### src/hw/dsp_defs.svh
// Purpose: Named constants for the stall prevention block
// Assumes: Included by bare name, 32-bit AXI4-Lite word map
// Notes:   Percent figures are of the drive's rated current
`ifndef DSP_DEFS_SVH
`define DSP_DEFS_SVH
// ==================================================
// Register byte addresses
`define DSP_A_CTRL     8'h00
`define DSP_A_LEVEL    8'h04
`define DSP_A_ACCT     8'h08
`define DSP_A_DECT     8'h0C
`define DSP_A_FREF     8'h10
`define DSP_A_OVL      8'h14
`define DSP_A_STAT     8'h18
// ==================================================
// Field positions
`define DSP_F_ACC_SEL  1:0
`define DSP_F_DEC_SEL  3:2
`define DSP_F_RUN_SEL  5:4
`define DSP_F_RUN_EN   8
`define DSP_F_FLUX     9
`define DSP_F_B0       7:0
`define DSP_F_B1       15:8
`define DSP_F_B2       23:16
`define DSP_F_LO       15:0
`define DSP_F_HI       31:16
`define DSP_F_OV       11:0
// ==================================================
// Selections and defaults
`define DSP_SEL0       2'h0
`define DSP_SEL1       2'h1
`define DSP_SEL2       2'h2
`define DSP_SEL3       2'h3
`define DSP_ACC_LVL_D  8'h96
`define DSP_FLOOR_D    8'h32
`define DSP_RUN_LVL_D  8'hA0
`define DSP_LVL_MAX    8'hC8
`define DSP_FLOOR_MAX  8'h64
`define DSP_RUN_MIN    8'h1E
`define DSP_OV_D       12'h190
`define DSP_STEP_D     16'h0001
`define DSP_INT_FAST   16'h0040
`define DSP_INT_SLOW   16'h0004
`define DSP_MARGIN     16'h0005
`define DSP_DERATE_SH  8
// ==================================================
// Timing and bus answers
`define DSP_RUN_MS     100
`define DSP_CLK_MHZ    100
`define DSP_US_PER_MS  1000
`define DSP_OKAY       2'h0
`define DSP_SLVERR     2'h2
`endif

### src/hw/dsp_pkg.sv
// Purpose: Types for the stall prevention block
// Assumes: dsp_defs.svh holds the numbers
// Notes:   All module state lives in one packed struct
package dsp_pkg;
   // ==================================================
   // Ramp phase, one-hot
   typedef enum logic [4:0] {
      ST_STOP  = 5'h01,
      ST_ACCEL = 5'h02,
      ST_RUN   = 5'h04,
      ST_DECEL = 5'h08,
      ST_STALL = 5'h10
   } dsp_state_t;

   // ==================================================
   // Whole module state
   typedef struct packed {
      dsp_state_t  st;
      logic [15:0] freq;
      logic [1:0]  accel_sel;
      logic [1:0]  decel_sel;
      logic [1:0]  run_sel;
      logic        run_en;
      logic        flux_mode;
      logic [7:0]  accel_lvl;
      logic [7:0]  floor_lvl;
      logic [7:0]  run_lvl;
      logic [15:0] acc_step;
      logic [15:0] dec_step1;
      logic [15:0] dec_step2;
      logic [15:0] ref_freq;
      logic [15:0] base_freq;
      logic [11:0] ov_lvl;
      logic        flag_acc;
      logic        flag_acc_hi;
      logic        flag_run;
      logic        flag_ov;
      logic [23:0] stall_cnt;
      logic        run_stall;
      logic        acc_hold;
      logic        dec_hold;
      logic        brake;
      logic        active;
      logic        aw_have;
      logic [7:0]  aw_addr;
      logic        w_have;
      logic [31:0] w_data;
      logic [3:0]  w_strb;
      logic        awready;
      logic        wready;
      logic        bvalid;
      logic [1:0]  bresp;
      logic        arready;
      logic        rvalid;
      logic [1:0]  rresp;
      logic [31:0] rdata;
   } dsp_state_s_t;
endpackage : dsp_pkg

### src/hw/dsp_stall_prevention.sv
// Purpose: Stall prevention for a drive's frequency ramp, AXI4-Lite setup
// Assumes: current_pct and bus_volt are sampled values, ctrl_tick a pulse
// Notes:   Selects and the accel, floor and run levels change only while the ramp is stopped, but flux mode forces decel select 3 to 1 at any time
//
// Decided for this implementation: register access over AXI4-Lite and the placing of the registers.
`timescale 1ns/1ps
`default_nettype none
`include "dsp_defs.svh"

module dsp_stall_prevention
   import dsp_pkg::*;
#(
   parameter int unsigned RUN_STALL_CYC = `DSP_RUN_MS * `DSP_US_PER_MS * `DSP_CLK_MHZ
) (
   // Clock and reset
   input  wire logic        aclk,
   input  wire logic        aresetn,
   // AXI4-Lite write
   input  wire logic        awvalid,
   output logic             awready,
   input  wire logic [31:0] awaddr,
   input  wire logic        wvalid,
   output logic             wready,
   input  wire logic [31:0] wdata,
   input  wire logic [3:0]  wstrb,
   output logic             bvalid,
   input  wire logic        bready,
   output logic [1:0]       bresp,
   // AXI4-Lite read
   input  wire logic        arvalid,
   output logic             arready,
   input  wire logic [31:0] araddr,
   output logic             rvalid,
   input  wire logic        rready,
   output logic [31:0]      rdata,
   output logic [1:0]       rresp,
   // Measurements
   input  wire logic        ctrl_tick,
   input  wire logic [7:0]  current_pct,
   input  wire logic [11:0] bus_volt,
   // Ramp outputs
   output logic [15:0]      freq_out,
   output logic             running,
   output logic             accel_hold,
   output logic             decel_hold,
   output logic             run_stall,
   output logic             brake_on
);

   localparam logic [23:0] STALL_CYC = 24'(RUN_STALL_CYC);

   dsp_state_s_t s_reg;
   dsp_state_s_t s_next;
   logic [15:0]  eff_lvl;
   logic [15:0]  red;
   logic [15:0]  step;
   logic [16:0]  sum;
   logic [15:0]  target;
   logic [31:0]  wd;
   logic         wr_go;
   logic         stopped;

   // ==================================================
   // Decoding shared by read and write
   function automatic logic dsp_hit(input logic [7:0] a);
      dsp_hit = (a == `DSP_A_CTRL) || (a == `DSP_A_LEVEL) || (a == `DSP_A_ACCT) ||
                (a == `DSP_A_DECT) || (a == `DSP_A_FREF) || (a == `DSP_A_OVL) ||
                (a == `DSP_A_STAT);
   endfunction : dsp_hit

   function automatic logic [31:0] dsp_rd(input dsp_state_s_t s, input logic [7:0] a);
      logic [31:0] r;
      r = 32'h0000_0000;
      case (a)
         `DSP_A_CTRL: begin
            r[`DSP_F_ACC_SEL] = s.accel_sel;
            r[`DSP_F_DEC_SEL] = s.decel_sel;
            r[`DSP_F_RUN_SEL] = s.run_sel;
            r[`DSP_F_RUN_EN]  = s.run_en;
            r[`DSP_F_FLUX]    = s.flux_mode;
         end
         `DSP_A_LEVEL: begin
            r[`DSP_F_B0] = s.accel_lvl;
            r[`DSP_F_B1] = s.floor_lvl;
            r[`DSP_F_B2] = s.run_lvl;
         end
         `DSP_A_ACCT: r[`DSP_F_LO] = s.acc_step;
         `DSP_A_DECT: r = {s.dec_step2, s.dec_step1};
         `DSP_A_FREF: r = {s.base_freq, s.ref_freq};
         `DSP_A_OVL:  r[`DSP_F_OV] = s.ov_lvl;
         `DSP_A_STAT: r = {10'h000, s.flag_ov, s.flag_run, s.brake, s.run_stall,
                           s.dec_hold, s.acc_hold, s.freq};
         default:     r = 32'h0000_0000;
      endcase
      dsp_rd = r;
   endfunction : dsp_rd

   function automatic logic [31:0] dsp_merge(input logic [31:0] o, input logic [31:0] d,
                                             input logic [3:0] b);
      logic [31:0] m;
      m = o;
      for (int i = 0; i < 4; i++) begin
         if (b[i]) begin
            m[i*8 +: 8] = d[i*8 +: 8];
         end
      end
      dsp_merge = m;
   endfunction : dsp_merge

   // ==================================================
   // Derated accel level above base frequency
   always_comb begin
      red = 16'h0000;
      if (s_reg.freq > s_reg.base_freq) begin
         red = (s_reg.freq - s_reg.base_freq) >> `DSP_DERATE_SH;
      end
      eff_lvl = {8'h00, s_reg.accel_lvl};
      if (s_reg.accel_lvl > s_reg.floor_lvl) begin
         if (red >= {8'h00, s_reg.accel_lvl - s_reg.floor_lvl}) begin
            eff_lvl = {8'h00, s_reg.floor_lvl};
         end else begin
            eff_lvl = {8'h00, s_reg.accel_lvl} - red;
         end
      end
   end

   // ==================================================
   // Next state: bus slave, settings, ramp
   always_comb begin
      s_next  = s_reg;
      stopped = (s_reg.st == ST_STOP);
      target  = s_reg.run_en ? s_reg.ref_freq : 16'h0000;
      step    = 16'h0000;
      sum     = 17'h0_0000;
      wd      = 32'h0000_0000;
      wr_go   = s_reg.aw_have && s_reg.w_have && !s_reg.bvalid;
      // Address and data captured in either order
      if (awvalid && s_reg.awready) begin
         s_next.aw_have = 1'b1;
         s_next.aw_addr = awaddr[7:0];
      end
      if (wvalid && s_reg.wready) begin
         s_next.w_have = 1'b1;
         s_next.w_data = wdata;
         s_next.w_strb = wstrb;
      end
      if (s_reg.bvalid && bready) begin
         s_next.bvalid = 1'b0;
      end
      // Register write once both halves are in
      if (wr_go) begin
         s_next.aw_have = 1'b0;
         s_next.w_have  = 1'b0;
         s_next.bvalid  = 1'b1;
         s_next.bresp   = dsp_hit(s_reg.aw_addr) ? `DSP_OKAY : `DSP_SLVERR;
         wd = dsp_merge(dsp_rd(s_reg, s_reg.aw_addr), s_reg.w_data, s_reg.w_strb);
         case (s_reg.aw_addr)
            `DSP_A_CTRL: begin
               s_next.run_en    = wd[`DSP_F_RUN_EN];
               s_next.flux_mode = wd[`DSP_F_FLUX];
               if (stopped) begin
                  if (wd[`DSP_F_ACC_SEL] != `DSP_SEL3) begin
                     s_next.accel_sel = wd[`DSP_F_ACC_SEL];
                  end
                  if (wd[`DSP_F_RUN_SEL] != `DSP_SEL3) begin
                     s_next.run_sel = wd[`DSP_F_RUN_SEL];
                  end
                  if (!(wd[`DSP_F_FLUX] && wd[`DSP_F_DEC_SEL] == `DSP_SEL3)) begin
                     s_next.decel_sel = wd[`DSP_F_DEC_SEL];
                  end
               end
               if (s_next.flux_mode && s_next.decel_sel == `DSP_SEL3) begin
                  s_next.decel_sel = `DSP_SEL1;
               end
            end
            `DSP_A_LEVEL: begin
               if (stopped) begin
                  s_next.accel_lvl = (wd[`DSP_F_B0] > `DSP_LVL_MAX) ? `DSP_LVL_MAX :
                                     wd[`DSP_F_B0];
                  s_next.floor_lvl = (wd[`DSP_F_B1] > `DSP_FLOOR_MAX) ? `DSP_FLOOR_MAX :
                                     wd[`DSP_F_B1];
                  s_next.run_lvl   = (wd[`DSP_F_B2] > `DSP_LVL_MAX) ? `DSP_LVL_MAX :
                                     (wd[`DSP_F_B2] < `DSP_RUN_MIN) ? `DSP_RUN_MIN :
                                     wd[`DSP_F_B2];
               end
            end
            `DSP_A_ACCT: s_next.acc_step = wd[`DSP_F_LO];
            `DSP_A_DECT: begin
               s_next.dec_step1 = wd[`DSP_F_LO];
               s_next.dec_step2 = wd[`DSP_F_HI];
            end
            `DSP_A_FREF: begin
               s_next.ref_freq  = wd[`DSP_F_LO];
               s_next.base_freq = wd[`DSP_F_HI];
            end
            `DSP_A_OVL: s_next.ov_lvl = wd[`DSP_F_OV];
            default: begin
            end
         endcase
      end
      // Read answer
      if (s_reg.rvalid && rready) begin
         s_next.rvalid = 1'b0;
      end
      if (arvalid && s_reg.arready) begin
         s_next.rvalid = 1'b1;
         s_next.rdata  = dsp_rd(s_reg, araddr[7:0]);
         s_next.rresp  = dsp_hit(araddr[7:0]) ? `DSP_OKAY : `DSP_SLVERR;
      end
      s_next.arready = !s_next.rvalid;
      s_next.awready = !s_next.aw_have && !s_next.bvalid;
      s_next.wready  = !s_next.w_have && !s_next.bvalid;

      // Run stall timer, counted in clock cycles
      if (s_reg.st == ST_RUN && s_reg.flag_run && s_reg.run_sel != `DSP_SEL0) begin
         if (s_reg.stall_cnt >= STALL_CYC) begin
            s_next.run_stall = 1'b1;
         end else begin
            s_next.stall_cnt = s_reg.stall_cnt + 24'h00_0001;
         end
      end else begin
         s_next.stall_cnt = 24'h00_0000;
      end

      // Ramp moves only on a control tick
      if (ctrl_tick) begin
         // Sample comparisons for use at the next tick
         s_next.flag_acc    = {8'h00, current_pct} > eff_lvl;
         s_next.flag_acc_hi = {8'h00, current_pct} > eff_lvl + `DSP_MARGIN;
         s_next.flag_run    = current_pct > s_reg.run_lvl;
         s_next.flag_ov     = bus_volt > s_reg.ov_lvl;
         s_next.acc_hold    = 1'b0;
         s_next.dec_hold    = 1'b0;
         s_next.brake       = 1'b0;
         case (s_reg.st)
            ST_STOP: begin
               s_next.run_stall = 1'b0;
               if (target != 16'h0000) begin
                  s_next.st = ST_ACCEL;
               end
            end
            ST_ACCEL: begin
               case (s_reg.accel_sel)
                  `DSP_SEL0: step = s_reg.acc_step;
                  `DSP_SEL1: step = s_reg.flag_acc ? 16'h0000 : s_reg.acc_step;
                  `DSP_SEL2: step = s_reg.flag_acc_hi ? 16'h0000 :
                                    (s_reg.flag_acc ? `DSP_INT_SLOW : `DSP_INT_FAST);
                  default:   step = s_reg.acc_step;
               endcase
               s_next.acc_hold = (step == 16'h0000) && (s_reg.accel_sel != `DSP_SEL0);
               sum = {1'b0, s_reg.freq} + {1'b0, step};
               if (target < s_reg.freq) begin
                  s_next.st = ST_DECEL;
               end else if (sum >= {1'b0, target}) begin
                  // A zero target settles in stop, never idles in run
                  s_next.freq = target;
                  s_next.st   = (target == 16'h0000) ? ST_STOP : ST_RUN;
               end else begin
                  s_next.freq = sum[15:0];
               end
            end
            ST_RUN: begin
               // Select 0 never raises the stall, so frequency holds
               if (s_reg.run_stall) begin
                  s_next.st = ST_STALL;
               end else if (target > s_reg.freq) begin
                  s_next.st = ST_ACCEL;
               end else if (target < s_reg.freq) begin
                  s_next.st = ST_DECEL;
               end
            end
            ST_DECEL: begin
               case (s_reg.decel_sel)
                  `DSP_SEL0: step = s_reg.dec_step1;
                  `DSP_SEL1: step = s_reg.flag_ov ? 16'h0000 : s_reg.dec_step1;
                  `DSP_SEL2: step = s_reg.flag_ov ? 16'h0000 : `DSP_INT_FAST;
                  default: begin
                     step = s_reg.flag_ov ? 16'h0000 : s_reg.dec_step1;
                     s_next.brake = 1'b1;
                  end
               endcase
               s_next.dec_hold = (step == 16'h0000) && (s_reg.decel_sel != `DSP_SEL0);
               if (target > s_reg.freq) begin
                  s_next.st = ST_ACCEL;
               end else if (s_reg.freq - target <= step) begin
                  s_next.freq = target;
                  s_next.st   = (target == 16'h0000) ? ST_STOP : ST_RUN;
               end else begin
                  s_next.freq = s_reg.freq - step;
               end
            end
            ST_STALL: begin
               step = (s_reg.run_sel == `DSP_SEL2) ? s_reg.dec_step2 :
                      s_reg.dec_step1;
               if (!s_reg.flag_run || !s_reg.run_en) begin
                  s_next.run_stall = 1'b0;
                  s_next.st        = ST_ACCEL;
               end else if (s_reg.freq <= step) begin
                  s_next.freq = 16'h0000;
               end else begin
                  s_next.freq = s_reg.freq - step;
               end
            end
            default: s_next.st = ST_STOP;
         endcase
      end
      // Running flag registered with the phase
      s_next.active = (s_next.st != ST_STOP);
   end

   // ==================================================
   // State register, synchronous reset
   always_ff @(posedge aclk) begin
      if (!aresetn) begin
         s_reg           <= '0;
         s_reg.st        <= ST_STOP;
         s_reg.accel_sel <= `DSP_SEL1;
         s_reg.decel_sel <= `DSP_SEL1;
         s_reg.run_sel   <= `DSP_SEL1;
         s_reg.accel_lvl <= `DSP_ACC_LVL_D;
         s_reg.floor_lvl <= `DSP_FLOOR_D;
         s_reg.run_lvl   <= `DSP_RUN_LVL_D;
         s_reg.acc_step  <= `DSP_STEP_D;
         s_reg.dec_step1 <= `DSP_STEP_D;
         s_reg.dec_step2 <= `DSP_STEP_D;
         s_reg.ov_lvl    <= `DSP_OV_D;
         s_reg.awready   <= 1'b1;
         s_reg.wready    <= 1'b1;
         s_reg.arready   <= 1'b1;
      end else begin
         s_reg <= s_next;
      end
   end

   // Outputs straight from the state register
   assign awready    = s_reg.awready;
   assign wready     = s_reg.wready;
   assign bvalid     = s_reg.bvalid;
   assign bresp      = s_reg.bresp;
   assign arready    = s_reg.arready;
   assign rvalid     = s_reg.rvalid;
   assign rdata      = s_reg.rdata;
   assign rresp      = s_reg.rresp;
   assign freq_out   = s_reg.freq;
   assign running    = s_reg.active;
   assign accel_hold = s_reg.acc_hold;
   assign decel_hold = s_reg.dec_hold;
   assign run_stall  = s_reg.run_stall;
   assign brake_on   = s_reg.brake;
endmodule : dsp_stall_prevention
`default_nettype wire

### config.mk
export PLATFORM = sky130hd
export DESIGN_NAME = dsp_stall_prevention
export DESIGN_NICKNAME = d
export VERILOG_FILES = /design/src/hw/dsp_pkg.sv /design/src/hw/dsp_stall_prevention.sv
export VERILOG_INCLUDE_DIRS = /design/src /design/src/hw
export SDC_FILE = /design/constraint.sdc
export NUM_CORES = 1
export LEC_CHECK = 0
export BUFFER_PORTS_ARGS = -buffer_cell sky130_fd_sc_hd__buf_2
export CAP_MARGIN = 20
export CORE_MARGIN = 1.5
export CORE_UTILIZATION = 30
export CTS_BUF_LIST = sky130_fd_sc_hd__clkbuf_8
export DETAILED_ROUTE_END_ITERATION = 7
export GPL_TIMING_DRIVEN = 0
export SYNTH_ARGS = -nofsm -noshare
export SYNTH_HDL_FRONTEND = slang
export SYNTH_SLANG_ARGS = --single-unit
### constraint.sdc
create_clock -name aclk -period 5.2 [get_ports aclk]
set_input_delay 0.26 -clock aclk [delete_from_list [all_inputs] [get_ports aclk]]
set_output_delay 0.26 -clock aclk [all_outputs]
set_load 0.05 [all_outputs]
==> results.toml <==
[finish]
n_fill_cell = 6892
final_cell_mix = "331 x nand2_1, 248 x a21oi_1, 244 x nor2_1"
layout-drive-gt1-share_pct = 17.7
largest_reg_flops = 203
seq_area_sq_um = 5330
final_nets = 3187
final_common_cell = "nand2_1"
num_antenna_cells = 0
area_growth_pct = 22.8
multi_input_area_sq_um = 13700

[placed_design]
numPortBuffers = 138
dp_slack_ns = -1.45
hpwl_um = 69700
globalplace.congestion = 1.07

[synth]
ys.flop_type = "dfxtp_1"
synth_top_area_share_pct = 26.7
seq_area_frac_synth_pct = 26.7
synth_edf_count = 0
synth.area.top_cells = "dfxtp_1 27%, ha_1 11%, a21oi_1 6.7%, nand2_1 6.5%, nor2_1 4.7%"
ys_async_sr_fraction_pct = 0
yosysWarnings = 0
syn_area_sq_um = 19700
ys_seq_elements = 263
synthCells = 2586
synth_top_area_cell = "dfxtp_1"
avgSynthCellArea_sq_um = 7.61
ys_types = 86

[timing]
period_minus_slack_ns = 5.33
tightest_slew_ns = 1.25
fmax_mhz = 188
drv_slew = 0
finalClockSkew_ns = 0.0486
period_share_pct = 102
finalSetupTns_ns = -0.270
maxSlewHeadroom_pct = 16.2
setup_violations = 7
rsz0062_at_grt = "true"
setup_ws_ns = -0.126
hold_viol = 0

[flow_run]
drv_cap = 0

[critical_path]
r2r_cells = 27
r2r-start = "s_reg[133]"
crit_type = "reg2reg"
arrival_ns = 5.85
cp-start-kind = "register"
endpoint_kind = "register"
cp_max_fo = 6
crit-reg2reg-capture = "s_reg[118]"
reg2reg_slack_ns = -0.13
cp.required_ns = 5.72

[global_route]
grt_pass1_vias = 19935
grtUsageTotal_pct = 26.0
grt_pass1_wl_um = 130000
use_met3_pct = 5.05
grt_overflow_total = 0
grt_most_used_layer = "met2"
grt_max_degree = 15
antenna_found_initial = 3
grt_util_met2_pct = 38.6
met1_usage_pct = 35.0

[floorplan]
num_rows = 93
die-width_um = 259
fp.dieH_um = 259
die-area_sq_um = 67200
fp.coreArea_sq_um = 64700
initial_utilization_pct = 30.4
io_pins = 190

[cts]
cts_tree = "done"
root_buffer = "clkbuf_8"
clk_path_buf_depth = 3
cts_made_buffers = 48
htree_levels = 2
clock_latency_ns = 0.66
path_clk_slew_ns = 0.06
cts_sinks = 263

[detailed_routing]
ant_nets = 0
drc = 0
vias = 21460
drt_pre_antenna_iters = 7
wl_per_cell_um = 24.1
routed_wl_um = 90700
viasPerCell = 5.70
drtIter0Drc = 2753

[power]
p_per_area_nw_per_um2 = 204
static-leakage-power_nw = 9.95
vdd_drop_max_mv = 0.153

[hold_path]
timing.hold.worst_path_depth = 4
hold_class = "in2reg"
min_to = "s_reg[85]"
hold_start = "awvalid"

[run_status]
violations = "negative setup slack"
status = "finished, violations left"
[area by class of cell]
cell class	count	area share (%)
tap	855	4.43
sequential	263	22.1
clock buffer	56	3.19
buffer	167	3.84
timing repair buffer	241	6.77
clock inverter	28	1.02
inverter	118	1.90
multi-input combinational	2037	56.8
[report_power, final]
part           switching (W)  total, W  internal, W  leakage, nW
Clock               0.000959   0.00215      0.00119        0.581
Combinational       0.000463  0.000695     0.000231         7.23
Sequential         0.0000436   0.00210      0.00205         2.15
[worst max-delay path, cell delays in order, from the launching register on]
cell,delay [ns]
dfxtp_4,0.36
inv_6,0.08
ha_4,0.20
nor2b_4,0.12
o21a_1,0.16
o21a_1,0.17
o21ai_2,0.14
a21oi_2,0.10
o211ai_1,0.28
a31oi_1,0.15
or3_1,0.35
and3_4,0.20
ha_4,0.28
nand2_2,0.06
o21ai_4,0.14
a21o_1,0.21
o21ai_4,0.10
buf_6,0.14
a211oi_4,0.25
and2_4,0.18
nand2_2,0.05
or3_4,0.38
xnor2_2,0.15
ha_1,0.31
nand4_1,0.15
o21ai_2,0.21
o21ai_4,0.08
o41ai_2,0.18
[cells by family (layout without fill, tap and decap cells)]
group	after synthesis	count (layout)	synth area share, %
other	1	2	0.0191
muxes	53	53	2.78
DFF	263	263	26.7
adders and majority gates	183	183	11.9
and+or+nand+nor	953	953	22.7
AOI/OAI and AO/OA	756	756	25.2
xor gates and xnor gates	90	90	4.00
buffers and inverters	287	610	6.73
[Yosys cell counts, types with 40 or more instances]
master / n
xnor2_1: 61
a22oi_1: 63
inv_1: 118
a21oi_1: 264
o21ai_0: 129
dfxtp_1: 263
nand3_1: 76
nor3_1: 53
nand2b_1: 40
clkbuf_1: 95
mux2i_1: 48
ha_1: 177
nor2_1: 249
nand2_1: 342
buf_4: 57
[per-stage QoR]
step,hold slack (ns),total power (W),utilization (%),std cells,cell area [sq um]
floorplan,0.396,0.00252,-,2587,19700
global placement,0.439,0.00276,33.2,3580,21500
detailed placement,0.448,0.00276,33.2,3581,21500
CTS,0.103,0.00492,36.5,3737,23600
global route,0.140,0.00509,37.4,3765,24200
finish,0.122,0.00494,37.4,3765,24200
[worst max-delay path by stage]
| stage | start | slack (ns) | depth (start not counted) | end |
|---|---|---|---|---|
| final | s_reg[133] | -0.13 | 27 | s_reg[118] |
| after global placement | s_reg[237] | -1.96 | 23 | freq_out[2] |
| after detailed placement | s_reg[237] | -1.45 | 24 | running |
| after global routing | s_reg[133] | -0.41 | 26 | s_reg[118] |
| after CTS | s_reg[237] | -0.10 | 23 | running |
| after floorplan | freq_out[1] | -0.05 | 28 | s_reg[118] |
[timing repair]
action	4_1_cts	5_1_grt
endpoints found under the hold margin	49	0
pin swaps	37	81
gates resized for setup	126	103
setup endpoints to repair	23	22
buffers inserted	28	25
cloned	0	3
hold buffers	46	0
[metal layers]
layer,vias up,wire length (um)
met5,-,30
met4,4,5880
met3,264,9240
met2,1121,37700
met1,10159,37900
li1,9912,-
Power figures use the tool's default switching activity.
